`src/hdl/cpf_consts.vh`:
```
`ifndef CPF_CONSTS_VH
`define CPF_CONSTS_VH
// register byte addresses, printed offsets 02h and 03h are index values
`define CPF_IDX_CHAN_PD 8'h02
`define CPF_IDX_FEATURE 8'h03
`define CPF_ADDR_CHAN_PD 12'h008
`define CPF_ADDR_FEATURE 12'h00C
`define CPF_ADDR_VARIANT 12'h010
// reset values
`define CPF_RST_CHAN_PD 8'h00
`define CPF_RST_FEATURE 8'h00
// feature field positions
`define CPF_DEV_HI 7
`define CPF_DEV_LO 6
`define CPF_ZERO5 5
`define CPF_ALARM_EN 4
`define CPF_ZERO3 3
`define CPF_FMT_HI 2
`define CPF_FMT_LO 0
// output word format codes
`define CPF_FMT_RESULT 3'h0
`define CPF_FMT_CHAN 3'h1
`define CPF_FMT_DEV 3'h2
`define CPF_FMT_RANGE 3'h3
// ahb encodings
`define CPF_HTRANS_NONSEQ 2'h2
`define CPF_HTRANS_SEQ 2'h3
`endif

```
`src/hdl/cpf_regs.v`:
```
// The implementer's own choice: the AHB-Lite register port.
`timescale 1ns/1ps
`include "cpf_consts.vh"
// Operation
// - pd bit 0: front end on, scanned
// - pd bit 1: front end off, never scanned
// - four-channel: upper-channel writes change nothing
// - four-channel: absent-channel bits read ones
// - bits 7:6 daisy-chain id, reset 0
// - bits 5 and 3 read zero
// - bit 4 enables alarm, reset 0
// - bits 2:0 output word format, reset 0
// - formats add channel, device id, range
// - all channels down: data invalid
module cpf_regs #(
  parameter NUM_CHAN = 8,
  parameter FOUR_CHAN = 0
) (
  input wire mclk_in,
  input wire reset_n_in,
  input wire hsel_in,
  input wire [11:0] haddr_in,
  input wire [1:0] htrans_in,
  input wire hwrite_in,
  input wire [2:0] hsize_in,
  input wire [31:0] hwdata_in,
  input wire hready_in,
  output reg [31:0] hrdata_out,
  output wire hreadyout_out,
  output wire hresp_out,
  output wire [NUM_CHAN-1:0] afe_power_on_out,
  output wire [NUM_CHAN-1:0] scan_allow_out,
  output reg data_invalid_out,
  output reg [1:0] device_id_out,
  output reg alarm_enable_out,
  output reg [2:0] output_word_format_out,
  output reg append_chan_addr_out,
  output reg append_device_id_out,
  output reg append_range_out
);

  // which channels exist in this build; absent ones are masked everywhere
  localparam [NUM_CHAN-1:0] PRESENT = FOUR_CHAN ? {{(NUM_CHAN-4){1'b0}}, 4'hF}
                                                : {NUM_CHAN{1'b1}};

  reg [NUM_CHAN-1:0] chan_pd_q;
  reg [1:0] dev_id_q;
  reg alarm_en_q;
  reg [2:0] fmt_q;
  reg wr_pend_q;
  reg [11:0] addr_q;
  reg [NUM_CHAN-1:0] chan_pd_rd;

  wire [NUM_CHAN-1:0] power_on;
  wire [NUM_CHAN-1:0] scan_ok;
  wire all_down;
  wire [7:0] feature_rd;
  wire [2:0] fmt_eff;
  wire addr_phase;
  wire sel_chan_pd;
  wire sel_feature;
  wire wr_chan_pd;
  wire wr_feature;
  wire [NUM_CHAN-1:0] chan_pd_d;
  wire [1:0] dev_id_d;
  wire alarm_en_d;
  wire [2:0] fmt_d;

  // zero-wait slave: every transfer finishes in its first data-phase cycle
  assign hreadyout_out = 1'b1;
  assign hresp_out = 1'b0;
  assign addr_phase = hsel_in & hready_in &
                      (htrans_in == `CPF_HTRANS_NONSEQ || htrans_in == `CPF_HTRANS_SEQ);
  always @(posedge mclk_in or negedge reset_n_in) begin
    if (!reset_n_in) begin
      wr_pend_q <= 1'b0;
      addr_q <= 12'h000;
    end else begin
      wr_pend_q <= addr_phase & hwrite_in;
      if (addr_phase) begin
        addr_q <= haddr_in;
      end
    end
  end

  assign sel_chan_pd = (addr_q == `CPF_ADDR_CHAN_PD);
  assign sel_feature = (addr_q == `CPF_ADDR_FEATURE);
  // a write lands at the end of its data phase, while hwdata still stands
  assign wr_chan_pd = wr_pend_q & sel_chan_pd;
  assign wr_feature = wr_pend_q & sel_feature;

  // absent bits keep their reset value so they never steer anything
  assign chan_pd_d = (hwdata_in[NUM_CHAN-1:0] & PRESENT) |
                     (chan_pd_q & ~PRESENT);
  assign dev_id_d = hwdata_in[`CPF_DEV_HI:`CPF_DEV_LO];
  assign alarm_en_d = hwdata_in[`CPF_ALARM_EN];
  // bits 5 and 3 have no storage, so a stray one from the host is dropped
  assign fmt_d = hwdata_in[`CPF_FMT_HI:`CPF_FMT_LO];

  always @(posedge mclk_in or negedge reset_n_in) begin
    if (!reset_n_in) begin
      chan_pd_q <= `CPF_RST_CHAN_PD;
    end else if (wr_chan_pd) begin
      chan_pd_q <= chan_pd_d;
    end
  end

  always @(posedge mclk_in or negedge reset_n_in) begin
    if (!reset_n_in) begin
      dev_id_q <= 2'h0;
    end else if (wr_feature) begin
      dev_id_q <= dev_id_d;
    end
  end

  always @(posedge mclk_in or negedge reset_n_in) begin
    if (!reset_n_in) begin
      alarm_en_q <= 1'b0;
    end else if (wr_feature) begin
      alarm_en_q <= alarm_en_d;
    end
  end

  always @(posedge mclk_in or negedge reset_n_in) begin
    if (!reset_n_in) begin
      fmt_q <= 3'h0;
    end else if (wr_feature) begin
      fmt_q <= fmt_d;
    end
  end

  always @* begin
    chan_pd_rd = chan_pd_q | ~PRESENT;
  end
  assign feature_rd = {dev_id_q, 1'b0, alarm_en_q, 1'b0, fmt_q};
  always @* begin
    case (addr_q)
      `CPF_ADDR_CHAN_PD: hrdata_out = {{(32-NUM_CHAN){1'b0}}, chan_pd_rd};
      `CPF_ADDR_FEATURE: hrdata_out = {24'h000000, feature_rd};
      `CPF_ADDR_VARIANT: hrdata_out = {31'h00000000, FOUR_CHAN != 0};
      default: hrdata_out = 32'h00000000;
    endcase
  end

  // codes above 011 fall back to the bare result word
  assign fmt_eff = (fmt_q > `CPF_FMT_RANGE) ? `CPF_FMT_RESULT : fmt_q;

  // control outputs are registered copies, one cycle behind the fields
  always @(posedge mclk_in or negedge reset_n_in) begin
    if (!reset_n_in) begin
      device_id_out <= 2'h0;
    end else begin
      device_id_out <= dev_id_q;
    end
  end

  always @(posedge mclk_in or negedge reset_n_in) begin
    if (!reset_n_in) begin
      alarm_enable_out <= 1'b0;
    end else begin
      alarm_enable_out <= alarm_en_q;
    end
  end

  always @(posedge mclk_in or negedge reset_n_in) begin
    if (!reset_n_in) begin
      output_word_format_out <= 3'h0;
    end else begin
      output_word_format_out <= fmt_eff;
    end
  end

  always @(posedge mclk_in or negedge reset_n_in) begin
    if (!reset_n_in) begin
      append_chan_addr_out <= 1'b0;
    end else begin
      append_chan_addr_out <= (fmt_eff >= `CPF_FMT_CHAN);
    end
  end

  always @(posedge mclk_in or negedge reset_n_in) begin
    if (!reset_n_in) begin
      append_device_id_out <= 1'b0;
    end else begin
      append_device_id_out <= (fmt_eff >= `CPF_FMT_DEV);
    end
  end

  always @(posedge mclk_in or negedge reset_n_in) begin
    if (!reset_n_in) begin
      append_range_out <= 1'b0;
    end else begin
      append_range_out <= (fmt_eff == `CPF_FMT_RANGE);
    end
  end

  // registering the flag keeps a glitch on the mask from reaching the output
  always @(posedge mclk_in or negedge reset_n_in) begin
    if (!reset_n_in) begin
      data_invalid_out <= 1'b0;
    end else begin
      data_invalid_out <= all_down;
    end
  end

  cpf_chan_ctl #(
    .NUM_CHAN(NUM_CHAN)
  ) u_chan (
    .pd_bits_in(chan_pd_q),
    .present_in(PRESENT),
    .afe_power_on_out(power_on),
    .scan_allow_out(scan_ok),
    .all_down_out(all_down)
  );
  assign afe_power_on_out = power_on;
  assign scan_allow_out = scan_ok;

endmodule // cpf_regs

```
`src/hdl/cpf_chan_ctl.v`:
```
`timescale 1ns/1ps
`include "cpf_consts.vh"
// per-channel front-end power and scan eligibility
module cpf_chan_ctl #(
  parameter NUM_CHAN = 8
) (
  input wire [NUM_CHAN-1:0] pd_bits_in,
  input wire [NUM_CHAN-1:0] present_in,
  output wire [NUM_CHAN-1:0] afe_power_on_out,
  output wire [NUM_CHAN-1:0] scan_allow_out,
  output wire all_down_out
);
  genvar i;
  generate
    for (i = 0; i < NUM_CHAN; i = i + 1) begin : g_chan
      // absent channels stay off whatever the stored bit says
      assign afe_power_on_out[i] = present_in[i] & ~pd_bits_in[i];
      assign scan_allow_out[i] = present_in[i] & ~pd_bits_in[i];
    end
  endgenerate
  assign all_down_out = ~|(present_in & ~pd_bits_in);
endmodule // cpf_chan_ctl

```
`config.mk`:
```
export PLATFORM = sky130hd
export DESIGN_NAME = cpf_regs
export DESIGN_NICKNAME = d
export VERILOG_FILES = /design/src/hdl/cpf_regs.v /design/src/hdl/cpf_chan_ctl.v
export VERILOG_INCLUDE_DIRS = /design/src /design/src/hdl
export SDC_FILE = /design/constraint.sdc
export NUM_CORES = 1
export LEC_CHECK = 0
export BUFFER_PORTS_ARGS = -buffer_cell sky130_fd_sc_hd__buf_4
export CAP_MARGIN = 40
export CORE_MARGIN = 2
export CORE_UTILIZATION = 46
export CTS_CLUSTER_SIZE = 10
export DETAILED_ROUTE_END_ITERATION = 6
export PLACE_DENSITY = 0.89
export SYNTH_ARGS = -nofsm -noshare
export SYNTH_HDL_FRONTEND = slang
export SYNTH_SLANG_ARGS = --single-unit
```
`constraint.sdc`:
```
create_clock -name mclk_in -period 2.86 [get_ports mclk_in]
set_clock_uncertainty 0.15 [all_clocks]
set_input_delay 0 -clock mclk_in [delete_from_list [all_inputs] [get_ports mclk_in]]
set_output_delay 0 -clock mclk_in [all_outputs]
set_load 0.02 [all_outputs]
```
# Word level (Yosys, flattened, before mapping)
# Index checks and enable logic that the tools add are counted.
[totals]
regBits = 37
wordCells = 40
inputBits = 54
[classes]
n_mux = 2
bitwise = 14
n_lt_le_gt_ge = 3
n_eq_ne = 5
n_reduce_logical = 3
[op_table]
columns = ["op", "n"]
rows = [
  ["$eq 12x4->1 const B", 2],
  ["$pmux 8 s2", 1],
  ["$not 1->1", 8],
  ["$not 8->8", 1],
  ["$reduce_or 8->1", 1],
  ["$and 1x1->1", 5],
  ["$eq 2x2->1 const B", 2],
  ["$eq 3x2->1 const B", 1],
  ["$ge 3x1->1 const B", 1],
  ["$ge 3x2->1 const B", 1],
  ["$gt 3x2->1 const B", 1],
  ["$mux 3", 1],
  ["$logic_not 1->1", 1],
  ["$logic_or 1x1->1", 1],
]

# Depth between registers and ports, before layout
[logic_depth]
ltp_word = 4
mapped_depth = 4

# Hierarchy
# A second synthesis with hierarchy kept.
[hier_totals]
cells_unflattened = 143
area_unflattened_um2 = 1875.5
[by_module_without_submodules]
columns = ["mod", "cells_each", "area_each_um2", "instances"]
rows = [
  ["cpf_regs", 124, 1710.4, 1],
  ["cpf_chan_ctl", 19, 165.2, 1],
]

# Least setup slack after synthesis
# OpenSTA, ideal clock, no wires.
[synth_timing]
kind = "flip-flop to flip-flop"
from = "register addr_q[10]"
to = "register chan_pd_q[0]"
n_path_buf = 1
path_stages_with_launch = 5
period_less_slack_ns = 1.643
slack_ns = 1.217
setup_ns = 0.125
t_arrival_ns = 1.368
cell_sequence = "dfrtp_1 > nor4b_4 > and4_1 > buf_6 > mux2_4"
[synth_between]
elab_chain_len = 2
[synth_lines]
columns = ["item", "line", "text"]
rows = [
  ["start, declared", "cpf_regs.v:51", "reg [11:0] addr_q;"],
  ["start signal, assigned", "cpf_regs.v:81", "addr_q <= haddr_in;"],
  ["$eq 12x4->1", "--", ""],
  ["$and 1x1->1", "cpf_regs.v:89", "assign wr_chan_pd = wr_pend_q & sel_chan_pd;"],
  ["end signal, assigned", "cpf_regs.v:102", "chan_pd_q <= `CPF_RST_CHAN_PD;"],
  ["end signal, assigned", "cpf_regs.v:104", "chan_pd_q <= chan_pd_d;"],
  ["end, declared", "cpf_regs.v:46", "reg [NUM_CHAN-1:0] chan_pd_q;"],
]
# Every way passes these cells.
# A chain may end at the register's enable or synchronous reset.

# Final worst setup path
[layout_timing]
from = "register addr_q[5]"
to = "output port hrdata_out[3]"
[layout_between]
elab_chain_len = 2
elab_cells_between_ends = 3
classes_between = "2 x eq/ne; 1 x mux"
[layout_lines]
columns = ["item", "line", "text"]
rows = [
  ["$eq 12x4->1", "cpf_regs.v:137", "case (addr_q)"],
  ["$pmux 8 s2 (*)", "cpf_regs.v:137", ""],
  ["end, declared", "cpf_regs.v:28", "output reg [31:0] hrdata_out,"],
]
# Every way passes the cells marked *; elsewhere a longest branch is shown, timed or not.

==> impl_metrics.prom <==
# TYPE chip_impl_metric gauge
chip_impl_info{name="outcome",value="complete, no violations"} 1
chip_impl_metric{name="start_util",unit=""} 0.488
chip_impl_metric{name="synthesis.area",unit="um2"} 1810
chip_impl_metric{name="final_worst_hold_slack",unit="ns"} 0.0493
chip_impl_info{name="grt-busiest-layer",value="met2"} 1
chip_impl_metric{name="worst-slew-pin-transition",unit="ns"} 0.597
chip_impl_metric{name="grt.overflow.total",unit=""} 0
chip_impl_metric{name="post_synth_inst_count",unit=""} 143
chip_impl_metric{name="wl_per_cell",unit="um"} 12.9
chip_impl_metric{name="quantity_of_i_o_buffers_inserted_on_ports",unit=""} 59
chip_impl_metric{name="leakagePower",unit="nW"} 1.21
chip_impl_metric{name="dr_total_vias",unit=""} 1186
chip_impl_metric{name="routed_wl",unit="um"} 3440
chip_impl_metric{name="ys_seq_area_frac",unit=""} 0.511
chip_impl_metric{name="route.detailed.drc",unit=""} 0
chip_impl_metric{name="drv.max_cap_violation_count",unit=""} 0
chip_impl_metric{name="finish.net_count",unit=""} 273
chip_impl_metric{name="drive_above_1_share",unit=""} 0.418
chip_impl_info{name="dominantRegCellSynth",value="sky130_fd_sc_hd__dfrtp_1"} 1
chip_impl_metric{name="max-vdd-ir-drop",unit="uV"} 343
chip_impl_metric{name="synth_seq_cells",unit=""} 37
chip_impl_info{name="yosys.area.top_type",value="sky130_fd_sc_hd__dfrtp_1"} 1
chip_impl_info{name="critPathSlowestCell",value="sky130_fd_sc_hd__dfrtp_1"} 1
chip_impl_metric{name="multi_input_area",unit="um2"} 667
chip_impl_metric{name="final_cells",unit=""} 268
chip_impl_metric{name="share_of_synthesized_flip_flops_with_an_asynchronous_set_or_reset",unit=""} 1.00
chip_impl_metric{name="globalRouteMet2Util",unit=""} 0.321
chip_impl_metric{name="synth.top_cell.area_share",unit=""} 0.511
chip_impl_metric{name="core.rowCount",unit=""} 22
chip_impl_metric{name="route.detailed.vias_per_inst",unit=""} 4.43
chip_impl_metric{name="final_min_period_over_clock_period",unit=""} 0.708
chip_impl_metric{name="die_height",unit="um"} 66.8
chip_impl_metric{name="synth.yosys.warnings",unit=""} 0
chip_impl_metric{name="drtAntennaViolNets",unit=""} 0
chip_impl_metric{name="finalWeightedCongestion",unit=""} 0.718
chip_impl_info{name="worstPathCellList",value="nor4_4 > nand3_1 > nor3_1 > buf_4"} 1
chip_impl_metric{name="number_of_synthesized_flops_with_an_enable_pin",unit=""} 0
chip_impl_metric{name="grt_pass1_wl",unit="um"} 5570
chip_impl_metric{name="report.final.setup_viol",unit=""} 0
chip_impl_metric{name="grt_util_met3",unit=""} 0.0422
chip_impl_metric{name="p_per_area",unit="nW/um2"} 536
chip_impl_metric{name="ctsHtreeMaxLevel",unit=""} 2
chip_impl_metric{name="clockBufferDepth",unit=""} 2
chip_impl_metric{name="groute.usage.overall",unit=""} 0.174
chip_impl_metric{name="layout.filler_cells",unit=""} 299
chip_impl_metric{name="design.die.area",unit="um2"} 4460
chip_impl_metric{name="drt_first_iter_violations",unit=""} 34
chip_impl_metric{name="grt_max_degree",unit=""} 38
chip_impl_metric{name="cts_inserted_buffers",unit=""} 5
chip_impl_metric{name="cp.arrival",unit="ns"} 1.88
chip_impl_info{name="hold_path.class",value="in -> async"} 1
chip_impl_metric{name="seq_area",unit="um2"} 926
chip_impl_metric{name="syn-mean-instance-area",unit="um2"} 12.7
chip_impl_info{name="synth_commonest_cells",value="sky130_fd_sc_hd__dfrtp_1 (37), sky130_fd_sc_hd__buf_4 (35), sky130_fd_sc_hd__mux2_2 (12)"} 1
chip_impl_metric{name="critical_path_peak_fanout",unit=""} 8
chip_impl_info{name="synth_area_leaders",value="sky130_fd_sc_hd__dfrtp_1 (51%), sky130_fd_sc_hd__buf_4 (15%), sky130_fd_sc_hd__mux2_2 (7.5%)"} 1
chip_impl_metric{name="max-slew-margin-rel",unit=""} 0.601
chip_impl_metric{name="timing.critical_path.required",unit="ns"} 2.71
chip_impl_metric{name="clock_insertion_delay_worst_skew",unit="ns"} 0.29
chip_impl_info{name="cts_tree",value="built"} 1
chip_impl_metric{name="ys_types",unit=""} 22
chip_impl_info{name="cts_root_buffer",value="sky130_fd_sc_hd__clkbuf_8"} 1
chip_impl_metric{name="io_pins",unit=""} 114
chip_impl_metric{name="post-dp-hpwl",unit="um"} 2390
chip_impl_metric{name="area_delta_synth_final",unit="%"} 37.1
chip_impl_metric{name="antenna_found_initial",unit=""} 0
chip_impl_metric{name="placed_cells",unit=""} 238
chip_impl_metric{name="post-cts-setup-buffers",unit=""} 0
chip_impl_metric{name="min_period",unit="ns"} 2.03
chip_impl_metric{name="cts.reportedPaths.clkPinSlew",unit="ns"} 0.07
chip_impl_metric{name="totalNegativeSetupSlack",unit="ns"} 0
chip_impl_metric{name="grt_pass1_vias",unit=""} 1195
chip_impl_info{name="critical_path.startpoint_type",value="flip-flop"} 1
chip_impl_metric{name="report.final.slew_viol_count",unit=""} 0
chip_impl_metric{name="antenna_diodes",unit=""} 0
chip_impl_info{name="synth.most_common_cell",value="sky130_fd_sc_hd__dfrtp_1"} 1
chip_impl_metric{name="report.final.hold_viol_count",unit=""} 0
chip_impl_metric{name="groute.layer.met1.usage",unit=""} 0.183
chip_impl_metric{name="core_region_area",unit="um2"} 3720
chip_impl_metric{name="maximum_operating_frequency",unit="MHz"} 494
chip_impl_info{name="setup.worst_path.class",value="reg -> out"} 1
chip_impl_metric{name="fin_total_pwr",unit="mW"} 1.33
chip_impl_info{name="unrepaired_setup_endpoints_after_global_routing",value="no"} 1
chip_impl_metric{name="worst_path_largest_cell_delay",unit="ns"} 0.41
chip_impl_info{name="crit_path_capture_type",value="output pin"} 1
chip_impl_metric{name="numClockSinks",unit=""} 37
chip_impl_metric{name="die_x",unit="um"} 66.8
chip_impl_metric{name="detailedRoute.firstPassIterationCount",unit=""} 3
critical path, delay by kind of cell, from the launching register on:
kind | cells | cell delay, ns
AND/OR/NAND/NOR | 3 | 0.99
flip-flops | 1 | 0.41
buffers and inverters | 1 | 0.20
final timing paths:
check | slack, ns | depth (start not counted) | start | to
max in group asynchronous | 2.19 | 2 | reset_n_in | alarm_enable_out$_DFF_PN0_
max reg2reg | 0.91 | 3 | addr_q[5]$_DFFE_PN0P_ | chan_pd_q[7]$_DFFE_PN0P_
min | 0.05 | 2 | reset_n_in | output_word_format_out[0]$_DFF_PN0_
max | 0.83 | 4 | addr_q[5]$_DFFE_PN0P_ | hrdata_out[3]
min in group mclk_in | 0.20 | 3 | hready_in | wr_pend_q$_DFF_PN0_
min reg2reg | 0.25 | 0 | dev_id_q[1]$_DFFE_PN0P_ | device_id_out[1]$_DFF_PN0_
cell families after synthesis:
group                  after synthesis  share of synthesized area
buffers and inverters               46                      0.173
DFF                                 37                      0.511
muxes                               32                      0.211
other                                2                    0.00415
and+or+nand+nor                     26                      0.101
power breakdown:
group / switching [mW] / internal (mW)
clock: 0.184 / 0.346
combinational: 0.0859 / 0.102
sequential: 0.0449 / 0.567
total: 0.315 / 1.02
layout by cell type, fill, tap and decap left out:
cell type,netlist,layout
sky130_fd_sc_hd__nor3_1,2,2
sky130_fd_sc_hd__dfrtp_1,37,37
sky130_fd_sc_hd__and4_1,1,1
sky130_fd_sc_hd__nor2b_1,4,4
sky130_fd_sc_hd__clkbuf_8,0,5
sky130_fd_sc_hd__inv_1,9,9
sky130_fd_sc_hd__mux2_4,8,8
sky130_fd_sc_hd__nor3_2,1,1
sky130_fd_sc_hd__mux2i_1,6,6
sky130_fd_sc_hd__bufinv_16,0,2
sky130_fd_sc_hd__conb_1,2,27
sky130_fd_sc_hd__mux2_1,6,6
sky130_fd_sc_hd__clkinv_2,0,1
sky130_fd_sc_hd__nor2_1,8,8
sky130_fd_sc_hd__nand3_1,2,2
sky130_fd_sc_hd__mux2_2,12,12
sky130_fd_sc_hd__nand4_1,2,2
sky130_fd_sc_hd__dlygate4sd3_1,0,22
sky130_fd_sc_hd__nor4_4,1,1
sky130_fd_sc_hd__nand4_2,1,1
sky130_fd_sc_hd__buf_4,35,59
sky130_fd_sc_hd__nor4b_4,1,1
sky130_fd_sc_hd__or2_2,1,1
sky130_fd_sc_hd__and2_1,2,2
flip-flops by register name, indices dropped and copies added, names as in the netlist:
register                count
fmt_q                       3
chan_pd_q                   8
device_id_out               2
data_invalid_out            1
addr_q                     12
wr_pend_q                   1
output_word_format_out      3
alarm_enable_out            1
append_device_id_out        1
alarm_en_q                  1
append_range_out            1
append_chan_addr_out        1
dev_id_q                    2
metrics by stage:
stage          cell area (um2)  setup slack [ns]  utilization
2_1_floorplan             1910              1.22            -
3_3_place_gp              2130             0.936        0.573
3_5_place_dp              2130             0.914        0.573
4_1_cts                   2480             0.851        0.668
5_1_grt                   2480             0.708        0.668
6_report                  2480             0.834        0.668
per-layer routing:
metal	vias up	routed length, um
met3	8	243
met5	-	0
met4	0	72
li1	560	-
met1	566	1270
met2	52	1850
repair_timing:
action	4_1_cts	5_1_grt
endpoints found under the hold margin	64	0
hold buffers	22	0
gates resized for setup	0	0
layout make-up:
cell class / instances / area share
flip-flops and latches: 37 / 0.373
clock buffers: 5 / 0.0277
well taps: 48 / 0.0242
clock inverters: 3 / 0.0262
multi-input cells: 85 / 0.269
inverters: 9 / 0.0136
repair buffers: 81 / 0.267
Power figures use the tool's default switching activity.
